$ cat src/logic/serial_cfg_pkg.sv
// Package: register map, field positions and types of the serial port block
`default_nettype none
package serial_cfg_pkg;
   localparam logic [3:0] CTRL_ONE_OFFSET = 4'h0;
   localparam logic [3:0] CTRL_TWO_OFFSET = 4'h4;
   localparam logic [3:0] STATUS_OFFSET = 4'h8;
   localparam logic [3:0] MASK_OFFSET = 4'hc;
   localparam int ROLE_BIT = 4;
   localparam int POLARITY_BIT = 3;
   localparam int PHASE_BIT = 2;
   localparam int SELECT_OE_BIT = 1;
   localparam int ORDER_BIT = 0;
   localparam int ENABLE_BIT = 6;
   localparam int FAULT_EN_BIT = 4;
   localparam logic [7:0] CTRL_ONE_RESET = 8'h04;
   localparam logic [7:0] CTRL_TWO_RESET = 8'h00;
   localparam logic [7:0] CTRL_TWO_MASK = 8'h1b;
   localparam logic [7:0] CTRL_ONE_MASK = 8'h7f;
   localparam int EVENT_DONE_BIT = 0;
   localparam int EVENT_FAULT_BIT = 1;
   localparam logic [1:0] EVENT_RESET = 2'h0;
   localparam int CLOCK_PERIOD_NS = 25;
   localparam int HALF_BIT_NS = 500;
   localparam int HALF_BIT_CYCLES = (HALF_BIT_NS + CLOCK_PERIOD_NS - 1) / CLOCK_PERIOD_NS;
   localparam int BITS_PER_BYTE = 8;
   typedef struct packed
   {
      logic out;
      logic oe;
   } pin_drive_type;
   typedef enum logic [2:0]
   {
      ST_IDLE = 3'b001,
      ST_LEAD = 3'b010,
      ST_RUN = 3'b100
   } xfer_state_type;
endpackage : serial_cfg_pkg
`default_nettype wire

$ cat src/logic/serial_cfg.sv
// Module: serial port with role, clock format, bit order and select-pin logic
`timescale 1ns/1ps
`default_nettype none
// Function
// - role bit: zero slave, one master
// - polarity bit inverts serial clock idle level
// - phase zero: first edge mid bit
// - phase one: first edge at bit start
// - order bit: zero msb first, one lsb
// - select pin function from three control bits
// - master without fault detect frees select pin
// - master fault detect, no output: fault input
// - second control reads zero in bits 7,6,5,2
module serial_cfg
(
   input wire logic CLK_I,
   input wire logic SYS_RST_I,
   input wire logic [3:0] AWADDR_I,
   input wire logic AWVALID_I,
   output logic AWREADY_O,
   input wire logic [31:0] WDATA_I,
   input wire logic [3:0] WSTRB_I,
   input wire logic WVALID_I,
   output logic WREADY_O,
   output logic [1:0] BRESP_O,
   output logic BVALID_O,
   input wire logic BREADY_I,
   input wire logic [3:0] ARADDR_I,
   input wire logic ARVALID_I,
   output logic ARREADY_O,
   output logic [31:0] RDATA_O,
   output logic [1:0] RRESP_O,
   output logic RVALID_O,
   input wire logic RREADY_I,
   input wire logic SCK_I,
   output logic SCK_O,
   output logic SCK_OE_O,
   input wire logic MOSI_I,
   output logic MOSI_O,
   output logic MOSI_OE_O,
   input wire logic MISO_I,
   output logic MISO_O,
   output logic MISO_OE_O,
   input wire logic SS_I,
   output logic SS_O,
   output logic SS_OE_O,
   output logic SS_GPIO_O,
   input wire logic [7:0] TX_DATA_I,
   input wire logic TX_VALID_I,
   output logic TX_READY_O,
   output logic [7:0] RX_DATA_O,
   output logic RX_VALID_O,
   output logic IRQ_O
);
   logic [7:0] ctrl_one_reg;
   logic [7:0] ctrl_two_reg;
   logic [1:0] status_reg;
   logic [1:0] status_next;
   logic [1:0] mask_reg;
   logic aw_hold_reg;
   logic w_hold_reg;
   logic [3:0] aw_addr_reg;
   logic [31:0] w_data_reg;
   logic wstrb_reg;
   logic bvalid_reg;
   logic rvalid_reg;
   logic [31:0] rdata_reg;
   logic [2:0] sck_sync_reg;
   logic [2:0] ss_sync_reg;
   logic [2:0] mosi_sync_reg;
   logic [2:0] miso_sync_reg;
   logic sck_level_reg;
   logic ss_level_reg;
   serial_cfg_pkg::xfer_state_type state_reg;
   serial_cfg_pkg::xfer_state_type state_next;
   logic [7:0] shift_reg;
   logic [4:0] edge_cnt_reg;
   logic [5:0] half_cnt_reg;
   logic sck_int_reg;
   logic [7:0] rx_data_reg;
   logic rx_valid_reg;
   logic mosi_reg;
   serial_cfg_pkg::pin_drive_type ss_drive;
   wire is_master = ctrl_one_reg[serial_cfg_pkg::ROLE_BIT];
   wire polarity = ctrl_one_reg[serial_cfg_pkg::POLARITY_BIT];
   wire phase = ctrl_one_reg[serial_cfg_pkg::PHASE_BIT];
   wire lsb_first = ctrl_one_reg[serial_cfg_pkg::ORDER_BIT];
   wire sel_oe = ctrl_one_reg[serial_cfg_pkg::SELECT_OE_BIT];
   wire enabled = ctrl_one_reg[serial_cfg_pkg::ENABLE_BIT];
   wire fault_en = ctrl_two_reg[serial_cfg_pkg::FAULT_EN_BIT];
   wire wr_fire = aw_hold_reg && w_hold_reg && !bvalid_reg;
   wire rd_fire = ARVALID_I && ARREADY_O;
   wire sck_changed = (sck_sync_reg[2] == sck_sync_reg[1]) && (sck_sync_reg[1] != sck_level_reg);
   wire ss_changed = (ss_sync_reg[2] == ss_sync_reg[1]) && (ss_sync_reg[1] != ss_level_reg);
   wire ss_in_low = !ss_level_reg;
   wire ss_is_gpio = is_master && !fault_en;
   wire ss_is_fault = is_master && fault_en && !sel_oe;
   wire ss_is_auto = is_master && fault_en && sel_oe;
   wire slave_sel = !is_master && enabled && ss_in_low;
   wire mode_fault = ss_is_fault && enabled && ss_in_low;
   wire half_done = half_cnt_reg == 6'(serial_cfg_pkg::HALF_BIT_CYCLES - 1);
   wire busy = state_reg != serial_cfg_pkg::ST_IDLE;
   wire start_master = is_master && enabled && TX_VALID_I && !busy && !mode_fault;
   // logical edge: leading edge moves away from idle
   wire slave_lead = sck_changed && (sck_sync_reg[1] != polarity);
   wire slave_trail = sck_changed && (sck_sync_reg[1] == polarity);
   // sample on leading edge when phase zero
   wire slave_sample = phase ? slave_trail : slave_lead;
   wire slave_shift = phase ? slave_lead : slave_trail;
   wire tx_msb = lsb_first ? TX_DATA_I[0] : TX_DATA_I[7];
   wire in_bit = is_master ? miso_sync_reg[2] : mosi_sync_reg[2];
   wire out_bit = lsb_first ? shift_reg[0] : shift_reg[7];
   wire [7:0] shift_in = lsb_first ? {in_bit, shift_reg[7:1]} : {shift_reg[6:0], in_bit};
   wire [7:0] wr_masked = w_data_reg[7:0];
   wire [7:0] rd_mux = (ARADDR_I == serial_cfg_pkg::CTRL_ONE_OFFSET) ? ctrl_one_reg :
                       (ARADDR_I == serial_cfg_pkg::CTRL_TWO_OFFSET) ? ctrl_two_reg :
                       (ARADDR_I == serial_cfg_pkg::STATUS_OFFSET) ? {6'h00, status_reg} :
                       (ARADDR_I == serial_cfg_pkg::MASK_OFFSET) ? {6'h00, mask_reg} : 8'h00;
   wire rd_ok = (ARADDR_I[1:0] == 2'h0);
   wire wr_ok = (aw_addr_reg[1:0] == 2'h0);
   wire done_event = rx_valid_reg;
   wire clr_hit = wr_fire && wstrb_reg && (aw_addr_reg == serial_cfg_pkg::STATUS_OFFSET);
   assign AWREADY_O = !aw_hold_reg;
   assign WREADY_O = !w_hold_reg;
   assign BVALID_O = bvalid_reg;
   assign BRESP_O = wr_ok ? 2'h0 : 2'h2;
   assign ARREADY_O = !rvalid_reg;
   assign RVALID_O = rvalid_reg;
   assign RDATA_O = rdata_reg;
   assign RRESP_O = 2'h0;
   assign IRQ_O = |(status_reg & mask_reg);
   assign TX_READY_O = start_master || (!is_master && slave_sel && !busy);
   assign RX_DATA_O = rx_data_reg;
   assign RX_VALID_O = rx_valid_reg;
   assign SCK_O = sck_int_reg ^ polarity;
   assign SCK_OE_O = is_master && enabled;
   assign MOSI_O = mosi_reg;
   assign MOSI_OE_O = is_master && enabled;
   assign MISO_O = mosi_reg;
   assign MISO_OE_O = slave_sel;
   assign ss_drive.out = !(busy && is_master);
   assign ss_drive.oe = ss_is_auto && enabled;
   assign SS_O = ss_drive.out;
   assign SS_OE_O = ss_drive.oe;
   assign SS_GPIO_O = ss_is_gpio || !enabled;
   // role steers clock and data direction
   always_comb
   begin
      state_next = state_reg;
      case (state_reg)
         serial_cfg_pkg::ST_IDLE:
            if (start_master || (slave_sel && !is_master))
               state_next = serial_cfg_pkg::ST_LEAD;
         serial_cfg_pkg::ST_LEAD:
            if (!is_master || half_done)
               state_next = serial_cfg_pkg::ST_RUN;
         serial_cfg_pkg::ST_RUN:
            if (edge_cnt_reg == 5'(2 * serial_cfg_pkg::BITS_PER_BYTE) || !enabled || mode_fault
                || (!is_master && !slave_sel))
               state_next = serial_cfg_pkg::ST_IDLE;
         default:
            state_next = serial_cfg_pkg::ST_IDLE;
      endcase
   end
   // Sticky events, set wins over clear
   assign status_next = (status_reg & ~(clr_hit ? wr_masked[1:0] : 2'h0))
                        | {mode_fault, done_event};
   always_ff @(posedge CLK_I)
   begin
      if (SYS_RST_I)
      begin
         ctrl_one_reg <= serial_cfg_pkg::CTRL_ONE_RESET;
         ctrl_two_reg <= serial_cfg_pkg::CTRL_TWO_RESET;
         mask_reg <= serial_cfg_pkg::EVENT_RESET;
         status_reg <= serial_cfg_pkg::EVENT_RESET;
      end
      else
      begin
         status_reg <= status_next;
         if (wr_fire && wstrb_reg && aw_addr_reg == serial_cfg_pkg::CTRL_ONE_OFFSET)
            ctrl_one_reg <= wr_masked & serial_cfg_pkg::CTRL_ONE_MASK;
         if (wr_fire && wstrb_reg && aw_addr_reg == serial_cfg_pkg::CTRL_TWO_OFFSET)
            ctrl_two_reg <= wr_masked & serial_cfg_pkg::CTRL_TWO_MASK;
         if (wr_fire && wstrb_reg && aw_addr_reg == serial_cfg_pkg::MASK_OFFSET)
            mask_reg <= wr_masked[1:0];
      end
   end
   always_ff @(posedge CLK_I)
   begin
      if (SYS_RST_I)
      begin
         aw_hold_reg <= 1'b0;
         w_hold_reg <= 1'b0;
         aw_addr_reg <= 4'h0;
         w_data_reg <= 32'h0;
         wstrb_reg <= 1'b0;
         bvalid_reg <= 1'b0;
         rvalid_reg <= 1'b0;
         rdata_reg <= 32'h0;
      end
      else
      begin
         if (AWVALID_I && AWREADY_O)
            aw_hold_reg <= 1'b1;
         if (AWVALID_I && AWREADY_O)
            aw_addr_reg <= AWADDR_I;
         if (WVALID_I && WREADY_O)
            w_hold_reg <= 1'b1;
         if (WVALID_I && WREADY_O)
            w_data_reg <= WDATA_I;
         if (WVALID_I && WREADY_O)
            wstrb_reg <= WSTRB_I[0];
         if (wr_fire)
            bvalid_reg <= 1'b1;
         else if (BREADY_I)
            bvalid_reg <= 1'b0;
         if (bvalid_reg && BREADY_I)
         begin
            aw_hold_reg <= 1'b0;
            w_hold_reg <= 1'b0;
         end
         if (rd_fire)
            rvalid_reg <= 1'b1;
         else if (RREADY_I)
            rvalid_reg <= 1'b0;
         if (rd_fire)
            rdata_reg <= rd_ok ? {24'h0, rd_mux} : 32'h0;
      end
   end
   // Three-stage pin synchronisers
   always_ff @(posedge CLK_I)
   begin
      if (SYS_RST_I)
      begin
         sck_sync_reg <= 3'h0;
         ss_sync_reg <= 3'h7;
         mosi_sync_reg <= 3'h0;
         miso_sync_reg <= 3'h0;
         sck_level_reg <= 1'b0;
         ss_level_reg <= 1'b1;
      end
      else
      begin
         sck_sync_reg <= {sck_sync_reg[1:0], SCK_I};
         ss_sync_reg <= {ss_sync_reg[1:0], SS_I};
         mosi_sync_reg <= {mosi_sync_reg[1:0], MOSI_I};
         miso_sync_reg <= {miso_sync_reg[1:0], MISO_I};
         if (sck_changed)
            sck_level_reg <= sck_sync_reg[1];
         if (ss_changed)
            ss_level_reg <= ss_sync_reg[1];
      end
   end
   always_ff @(posedge CLK_I)
   begin
      if (SYS_RST_I)
      begin
         state_reg <= serial_cfg_pkg::ST_IDLE;
         shift_reg <= 8'h00;
         edge_cnt_reg <= 5'h00;
         half_cnt_reg <= 6'h00;
         sck_int_reg <= 1'b0;
         rx_data_reg <= 8'h00;
         rx_valid_reg <= 1'b0;
         mosi_reg <= 1'b0;
      end
      else
      begin
         state_reg <= state_next;
         rx_valid_reg <= 1'b0;
         half_cnt_reg <= (busy && !half_done) ? half_cnt_reg + 6'h01 : 6'h00;
         if (state_reg == serial_cfg_pkg::ST_IDLE)
         begin
            edge_cnt_reg <= 5'h00;
            sck_int_reg <= 1'b0;
            if (TX_READY_O)
               shift_reg <= TX_DATA_I;
            if (TX_READY_O)
               mosi_reg <= tx_msb;
         end
         // phase one toggles clock at bit start
         else if (is_master && state_reg == serial_cfg_pkg::ST_LEAD && half_done && phase)
         begin
            sck_int_reg <= 1'b1;
            edge_cnt_reg <= 5'h01;
         end
         else if (is_master && state_reg == serial_cfg_pkg::ST_RUN && half_done)
         begin
            // phase zero first edge mid bit
            if (edge_cnt_reg != 5'(2 * serial_cfg_pkg::BITS_PER_BYTE))
               sck_int_reg <= !sck_int_reg;
            if (edge_cnt_reg != 5'(2 * serial_cfg_pkg::BITS_PER_BYTE))
               edge_cnt_reg <= edge_cnt_reg + 5'h01;
            if (edge_cnt_reg[0] == phase)
               shift_reg <= shift_in;
            if (edge_cnt_reg[0] != phase && edge_cnt_reg != 5'h00)
               mosi_reg <= out_bit;
            if (edge_cnt_reg == 5'(2 * serial_cfg_pkg::BITS_PER_BYTE - 1))
               rx_valid_reg <= 1'b1;
            // Last edge samples only in phase one
            if (edge_cnt_reg == 5'(2 * serial_cfg_pkg::BITS_PER_BYTE - 1))
               rx_data_reg <= phase ? shift_in : shift_reg;
         end
         else if (!is_master && state_reg == serial_cfg_pkg::ST_RUN && (slave_sample || slave_shift))
         begin
            edge_cnt_reg <= edge_cnt_reg + 5'h01;
            if (slave_sample)
               shift_reg <= shift_in;
            if (slave_shift && edge_cnt_reg != 5'h00)
               mosi_reg <= out_bit;
            if (edge_cnt_reg == 5'(2 * serial_cfg_pkg::BITS_PER_BYTE - 1))
               rx_valid_reg <= 1'b1;
            if (edge_cnt_reg == 5'(2 * serial_cfg_pkg::BITS_PER_BYTE - 1))
               rx_data_reg <= slave_sample ? shift_in : shift_reg;
         end
      end
   end
   role_clock_a: assert property (@(posedge CLK_I) disable iff (SYS_RST_I)
      !is_master |-> !SCK_OE_O) else $error("clock driven in slave role");
   idle_polarity_a: assert property (@(posedge CLK_I) disable iff (SYS_RST_I)
      (SCK_OE_O && !busy) |-> (SCK_O == polarity)) else $error("idle clock level wrong");
   // no clock edge at bit start for phase zero
   phase_zero_a: assert property (@(posedge CLK_I) disable iff (SYS_RST_I)
      (is_master && !phase && state_reg == serial_cfg_pkg::ST_LEAD) |=> $stable(SCK_O))
      else $error("early edge with phase zero");
   // edge after lead for phase one
   phase_one_a: assert property (@(posedge CLK_I) disable iff (SYS_RST_I)
      (is_master && phase && state_reg == serial_cfg_pkg::ST_LEAD && half_done && $stable(ctrl_one_reg))
      |=> (SCK_O != polarity)) else $error("no first edge with phase one");
   // general use in master role when fault detect off
   select_gpio_a: assert property (@(posedge CLK_I) disable iff (SYS_RST_I)
      (is_master && !fault_en) |-> (SS_GPIO_O && !SS_OE_O)) else $error("select pin not freed");
   fault_input_a: assert property (@(posedge CLK_I) disable iff (SYS_RST_I)
      mode_fault |=> status_reg[serial_cfg_pkg::EVENT_FAULT_BIT]) else $error("mode fault missed");
   slave_select_a: assert property (@(posedge CLK_I) disable iff (SYS_RST_I)
      !is_master |-> !SS_OE_O) else $error("select driven in slave role");
   ctrl_two_a: assert property (@(posedge CLK_I) disable iff (SYS_RST_I)
      (ctrl_two_reg & ~serial_cfg_pkg::CTRL_TWO_MASK) == 8'h00) else $error("reserved bits set");
   select_low_a: assert property (@(posedge CLK_I) disable iff (SYS_RST_I)
      (SS_OE_O && busy) |-> !SS_O) else $error("select high during byte");
endmodule : serial_cfg
`default_nettype wire

$ cat config.mk
export PLATFORM = sky130hd
export DESIGN_NAME = serial_cfg
export DESIGN_NICKNAME = d
export VERILOG_FILES = /design/src/logic/serial_cfg_pkg.sv /design/src/logic/serial_cfg.sv
export SDC_FILE = /design/constraint.sdc
export NUM_CORES = 1
export LEC_CHECK = 0
export BUFFER_PORTS_ARGS = -buffer_cell sky130_fd_sc_hd__buf_2
export CAP_MARGIN = 20
export CORE_MARGIN = 3
export CORE_UTILIZATION = 39
export CTS_BUF_LIST = sky130_fd_sc_hd__clkbuf_8 sky130_fd_sc_hd__clkbuf_16
export DETAILED_ROUTE_END_ITERATION = 10
export PLACE_DENSITY = 0.74
export SKIP_CTS_REPAIR_TIMING = 1
export SLEW_MARGIN = 40
export SYNTH_ARGS = -nofsm -noshare
export SYNTH_HDL_FRONTEND = slang
export SYNTH_SLANG_ARGS = --single-unit
$ cat constraint.sdc
create_clock -name CLK_I -period 2 [get_ports CLK_I]
set_clock_uncertainty 0.1 [all_clocks]
set_input_delay 0.3 -clock CLK_I [delete_from_list [all_inputs] [get_ports CLK_I]]
set_output_delay 0.3 -clock CLK_I [all_outputs]
set_load 0.005 [all_outputs]
# After elaboration in Yosys (flattened, before gate mapping)
# Cells that the tools add are included.
[word_totals]
reg_bits = 110
output_inout_bits = 61
in_bits = 64
wordCells = 208
[op_classes]
addsub = 2
n_eq_ne = 31
n_reduce_logical = 90
mux = 50
bitwise_logic = 8
[ops]
columns = ["operator", "n"]
rows = [
  ["$mux 8", 13],
  ["$logic_and 1x1->1", 42],
  ["$mux 1", 23],
  ["$mux 5", 4],
  ["$eq 4x4->1 const B", 4],
  ["$logic_not 1->1", 15],
  ["$mux 7", 2],
  ["$ne 2x2->1 const B", 5],
  ["$reduce_bool 2->1", 5],
  ["$mux 3", 3],
  ["$ne 3x2->1 const B", 3],
  ["$pmux 3 s3", 1],
  ["$reduce_bool 3->1", 3],
  ["$eq 4x3->1 const B", 2],
  ["$logic_not 4->1", 2],
  ["$logic_or 1x1->1", 8],
  ["$mux 2", 4],
  ["$reduce_and 4->1", 2],
  ["$reduce_or 2->1", 4],
  ["$add 6x1->6 const B", 1],
  ["$eq 6x5->1 const B", 1],
  ["$reduce_and 2->1", 3],
  ["$add 5x1->5 const B", 1],
  ["$eq 5x4->1 const B", 1],
  ["other kinds (19)", 29],
]

# Longest topological paths before layout
[depth]
depth_word = 10
depth_mapped = 8
mapped_depth_nobuf = 7

# Worst setup path after synthesis
# OpenSTA, ideal clock, no wires.
[synth_path]
kind = "register to register"
from = "register sck_sync_reg[1]"
to = "register rx_data_reg[0], in the netlist RX_DATA_O[0]"
stages_incl_launch_ff = 7
arrival_time_ps = 1895
setup_ps = 79
path_buffers = 1
setup_slack_ps = -74
required_time_ps = 1821
period_less_slack_ps = 2074
path_cell_list = "dfxtp_1 or3b_2 mux2i_2 mux2_4 buf_6 mux2_4 a211oi_2"
[synth_via]
elab_chain_len = 8
elab_cells_between_ends = 17
cone_classes = "eq/ne: 4; mux: 6; reduce/logical: 7"
[synth_lines]
columns = ["element", "line_no", "rtl"]
rows = [
  ["start: declaration", "serial_cfg.sv:68", "logic [2:0] sck_sync_reg;"],
  ["start signal: assignment", "serial_cfg.sv:244", "sck_sync_reg <= {sck_sync_reg[1:0], SCK_I};"],
  ["$eq 1x1->1 / $ne 1x1->1 (equally long branches)", "serial_cfg.sv:93", "wire sck_changed = (sck_sync_reg[2] == sck_sync_reg[1]) && (sck_sync_reg[1] != sck_level_reg);"],
  ["$logic_and 1x1->1", "serial_cfg.sv:93", ""],
  ["$logic_and 1x1->1, on equally long branches", "serial_cfg.sv:105, serial_cfg.sv:106", ""],
  ["$mux 1, on equally long branches", "serial_cfg.sv:108, serial_cfg.sv:109", ""],
  ["$mux 8 / $logic_or 1x1->1 (equally long branches)", "--", ""],
  ["$mux 8 / $logic_and 1x1->1 (equally long branches)", "serial_cfg.sv:313, serial_cfg.sv:304", ""],
  ["$mux 8 / $reduce_bool 2->1 (equally long branches)", "--", ""],
  ["$mux 8 / $reduce_and 4->1 (equally long branches)", "--", ""],
  ["end signal: assignment", "serial_cfg.sv:302", "rx_data_reg <= phase ? shift_in : shift_reg;"],
  ["end signal: assignment", "serial_cfg.sv:314", "rx_data_reg <= slave_sample ? shift_in : shift_reg;"],
  ["end: declaration", "serial_cfg.sv:80", "logic [7:0] rx_data_reg;"],
]
# Several ways; a longest one is shown, not always the timed one. The select of a mux whose other input is x is not followed.
# A chain may end at the register's enable or synchronous reset.

# Final worst setup path
[layout_path]
from = "register half_cnt_reg[0]"
to = "register rx_data_reg[6], in the netlist RX_DATA_O[6]"
[layout_via]
elab_chain_len = 5
elab_cells_between_ends = 8
cone_classes = "eq/ne: 1; mux: 1; bitwise: 1; reduce/logical: 5"
[layout_lines]
columns = ["element", "line_no", "rtl"]
rows = [
  ["start: declaration", "serial_cfg.sv:78", "logic [5:0] half_cnt_reg;"],
  ["start signal: assignment", "serial_cfg.sv:271", "half_cnt_reg <= (busy && !half_done) ? half_cnt_reg + 6'h01 : 6'h00;"],
  ["$eq 6x5->1 *", "serial_cfg.sv:101", "wire half_done = half_cnt_reg == 6'(serial_cfg_pkg::HALF_BIT_CYCLES - 1);"],
  ["$logic_and 1x1->1 (2 in a row)", "serial_cfg.sv:282", "else if (is_master && state_reg == serial_cfg_pkg::ST_LEAD && half_done && phase)"],
  ["$not 1->1 (no source line)", "--", ""],
  ["$reduce_and 4->1 (no source line)", "--", ""],
]
# Every way passes the cells marked *; elsewhere a longest branch is shown, timed or not.

==> flow_summary.ini <==
[status]
status = finished clean

[synthesis]
synth.top_cells.by_count = 85 x dfxtp_1, 53 x nor2_1, 38 x mux2i_1
post-synth-top-count-cell = dfxtp_1
netlist_area_mm2 = 0.00429
yosysWarnings = 0
syn_area_per_cell_um2 = 9.15
synth_flop_cell = dfxtp_1
synth-seq-area-share_pct = 39.7
ys_ff_latch = 85
synthTopCellsByArea = dfxtp_1 40%, mux2i_1 8.9%, buf_4 5.4%
synth_edf_count = 0
yosys.area.top_type = dfxtp_1
synthArstFlopShare_pct = 0
syn_inst = 469
synth_cell_types = 58
synth_top_area_share_pct = 39.7

[place]
post-place-ws_ps = -90.1
routabilityCongestion = 0.866
port_buffers = 68
hpwlAfterDp_um = 7480
dpl.cell_count = 679

[timing]
min_period_ps = 1990
worst_slew_pin_slew_ps = 612
rsz0062_at_grt = true
finalSetupViolations = 0
fin_ws_ps = 8.42
slew_headroom_pct = 59.1
fin_tns_setup_ps = 0
final.period_utilization_pct = 99.6
clock.fmax_mhz = 502
hold_violations = 0
finalMaxSlewViolations = 0

[layout]
antennaDiodeCount = 0
fin_cells = 710
drive_gt1_share_pct = 32.4
nets = 637
area_delta_synth_final_pct = 23.2

[floorplanning]
die_h_um = 111
die_area_mm2 = 0.0123
ioPinCount = 125
start_util_pct = 40.8
fp.coreArea_mm2 = 0.0105
die_w_um = 111
core.rowCount = 37

[drt]
vias = 3692
ant_nets = 0
drc_errors = 0
wl_per_cell_um = 14.5
vias_per_cell = 5.20
first_pass_iters = 4
wl_um = 10300
initialDrtViolationCount = 227

[global_route]
grt_pass1_vias = 3432
grt_overflow = 0
grt_usage_pct = 16.1
antenna_found_initial = 0
grt_first_pass_wirelength_um = 16500
grt_max_degree = 57

[power_and_ir_drop]
power.internal_w = 0.00228
combPwrFrac_pct = 5.8
p_leak_nw = 2.24
power_frac_seq_pct = 56.5
switchingPower_w = 0.000807
swShare_pct = 26.1
clkPwrFrac_pct = 37.7
power_density_mw_per_mm2 = 584
irDropWorstVdd_mv = 0.287

[clock_tree]
tritoncts = done
clk_latency_ps = 360
clockBufferDepth = 2
cts_buffers = 9
clk_pin_slew_ps = 90
htreeDepth = 3
clock_sinks = 85
cts_root_buf = clkbuf_8

[critical_path]
critPathKind = flop to flop
arrival_ps = 2130
required_ps = 2140
cp_max_fo = 5
cp-end-kind = flop
setup.worst_path.start_class = flop

[job]
maxCapViolations = 0

[hold_path]
hold_path_class = primary input to flop
[cell usage in the layout (no fill, tap or decap), types with 9 or more instances in the layout]
cell type | Yosys | layout
dfxtp_1 | 85 | 77
buf_2 | 3 | 68
nor2_1 | 53 | 52
buf_4 | 31 | 43
mux2i_1 | 38 | 36
conb_1 | 1 | 28
nand2_1 | 25 | 24
o21ai_0 | 20 | 18
inv_1 | 14 | 14
nor2b_1 | 16 | 14
o311ai_0 | 12 | 12
a21oi_1 | 12 | 11
mux2_2 | 9 | 9
clkbuf_8 | 0 | 9
[worst paths after layout]
path / start / end / depth (start not counted) / slack [ps]
max: half_cnt_reg[0] / RX_DATA_O[6] / 7 / 8
min: SS_I / ss_sync_reg[0] / 2 / 20
max reg2reg: half_cnt_reg[0] / RX_DATA_O[6] / 7 / 8
min reg2reg: ss_sync_reg[0] / ss_sync_reg[1] / 1 / 320
[power groups by stage]
stage / Combinational, W / Sequential [W] / Clock, W
2_1_floorplan: 0.000149 / 0.00178 / 0
3_3_place_gp: 0.000173 / 0.00178 / 0
3_5_place_dp: 0.000178 / 0.00178 / 0
4_1_cts: 0.000178 / 0.00174 / 0.00120
5_1_grt: 0.000201 / 0.00175 / 0.00127
6_report: 0.000181 / 0.00174 / 0.00116
[metrics by stage]
step / hold WS (ps) / utilization (%) / total power (W) / area, µm²
floorplan: 289 / - / 0.00193 / 4420
global placement: 301 / 46.3 / 0.00196 / 4860
detailed placement: 298 / 46.3 / 0.00196 / 4860
CTS: -8.14 / 48.1 / 0.00313 / 5050
global route: 10.5 / 50.3 / 0.00322 / 5280
finish: 16.8 / 50.3 / 0.00309 / 5280
[logic make-up (layout without fill, tap and decap cells)]
logic type / count (synthesis) / after routing / share of synthesized area (%)
buffers and inverters: 70 / 148 / 9.10
AOI/OAI and AO/OA: 97 / 97 / 15.8
xor gates and xnor gates: 10 / 10 / 2.22
DFF: 85 / 85 / 39.7
other: 1 / 28 / 0.0874
and+or+nand+nor: 149 / 149 / 18.1
muxes: 53 / 53 / 13.8
adders and majority gates: 4 / 4 / 1.17
[critical path, stage by stage (launching register included)]
cell      delay (ps)
dfxtp_2          370
ha_4             140
and4bb_2         290
nand3_2          110
mux2_4           380
buf_12           160
mux2i_1          210
o22ai_1          120
[cell type report]
cell class | instances | area, µm²
Multi-Input combinational cell | 341 | 2410
Tap cell | 136 | 170
Sequential cell | 85 | 1710
Inverter | 14 | 52.6
Clock inverter | 7 | 65.1
Timing Repair Buffer | 118 | 749
Clock buffer | 9 | 124
Fill cell | 951 | 5230
[layer usage]
metal,part of all wire (%),track usage [%]
met4,2.1,7.14
met3,4.5,1.97
met2,51,28.0
met1,43,19.8
met5,0,0
Note: power is estimated with default switching activity, not from simulation.
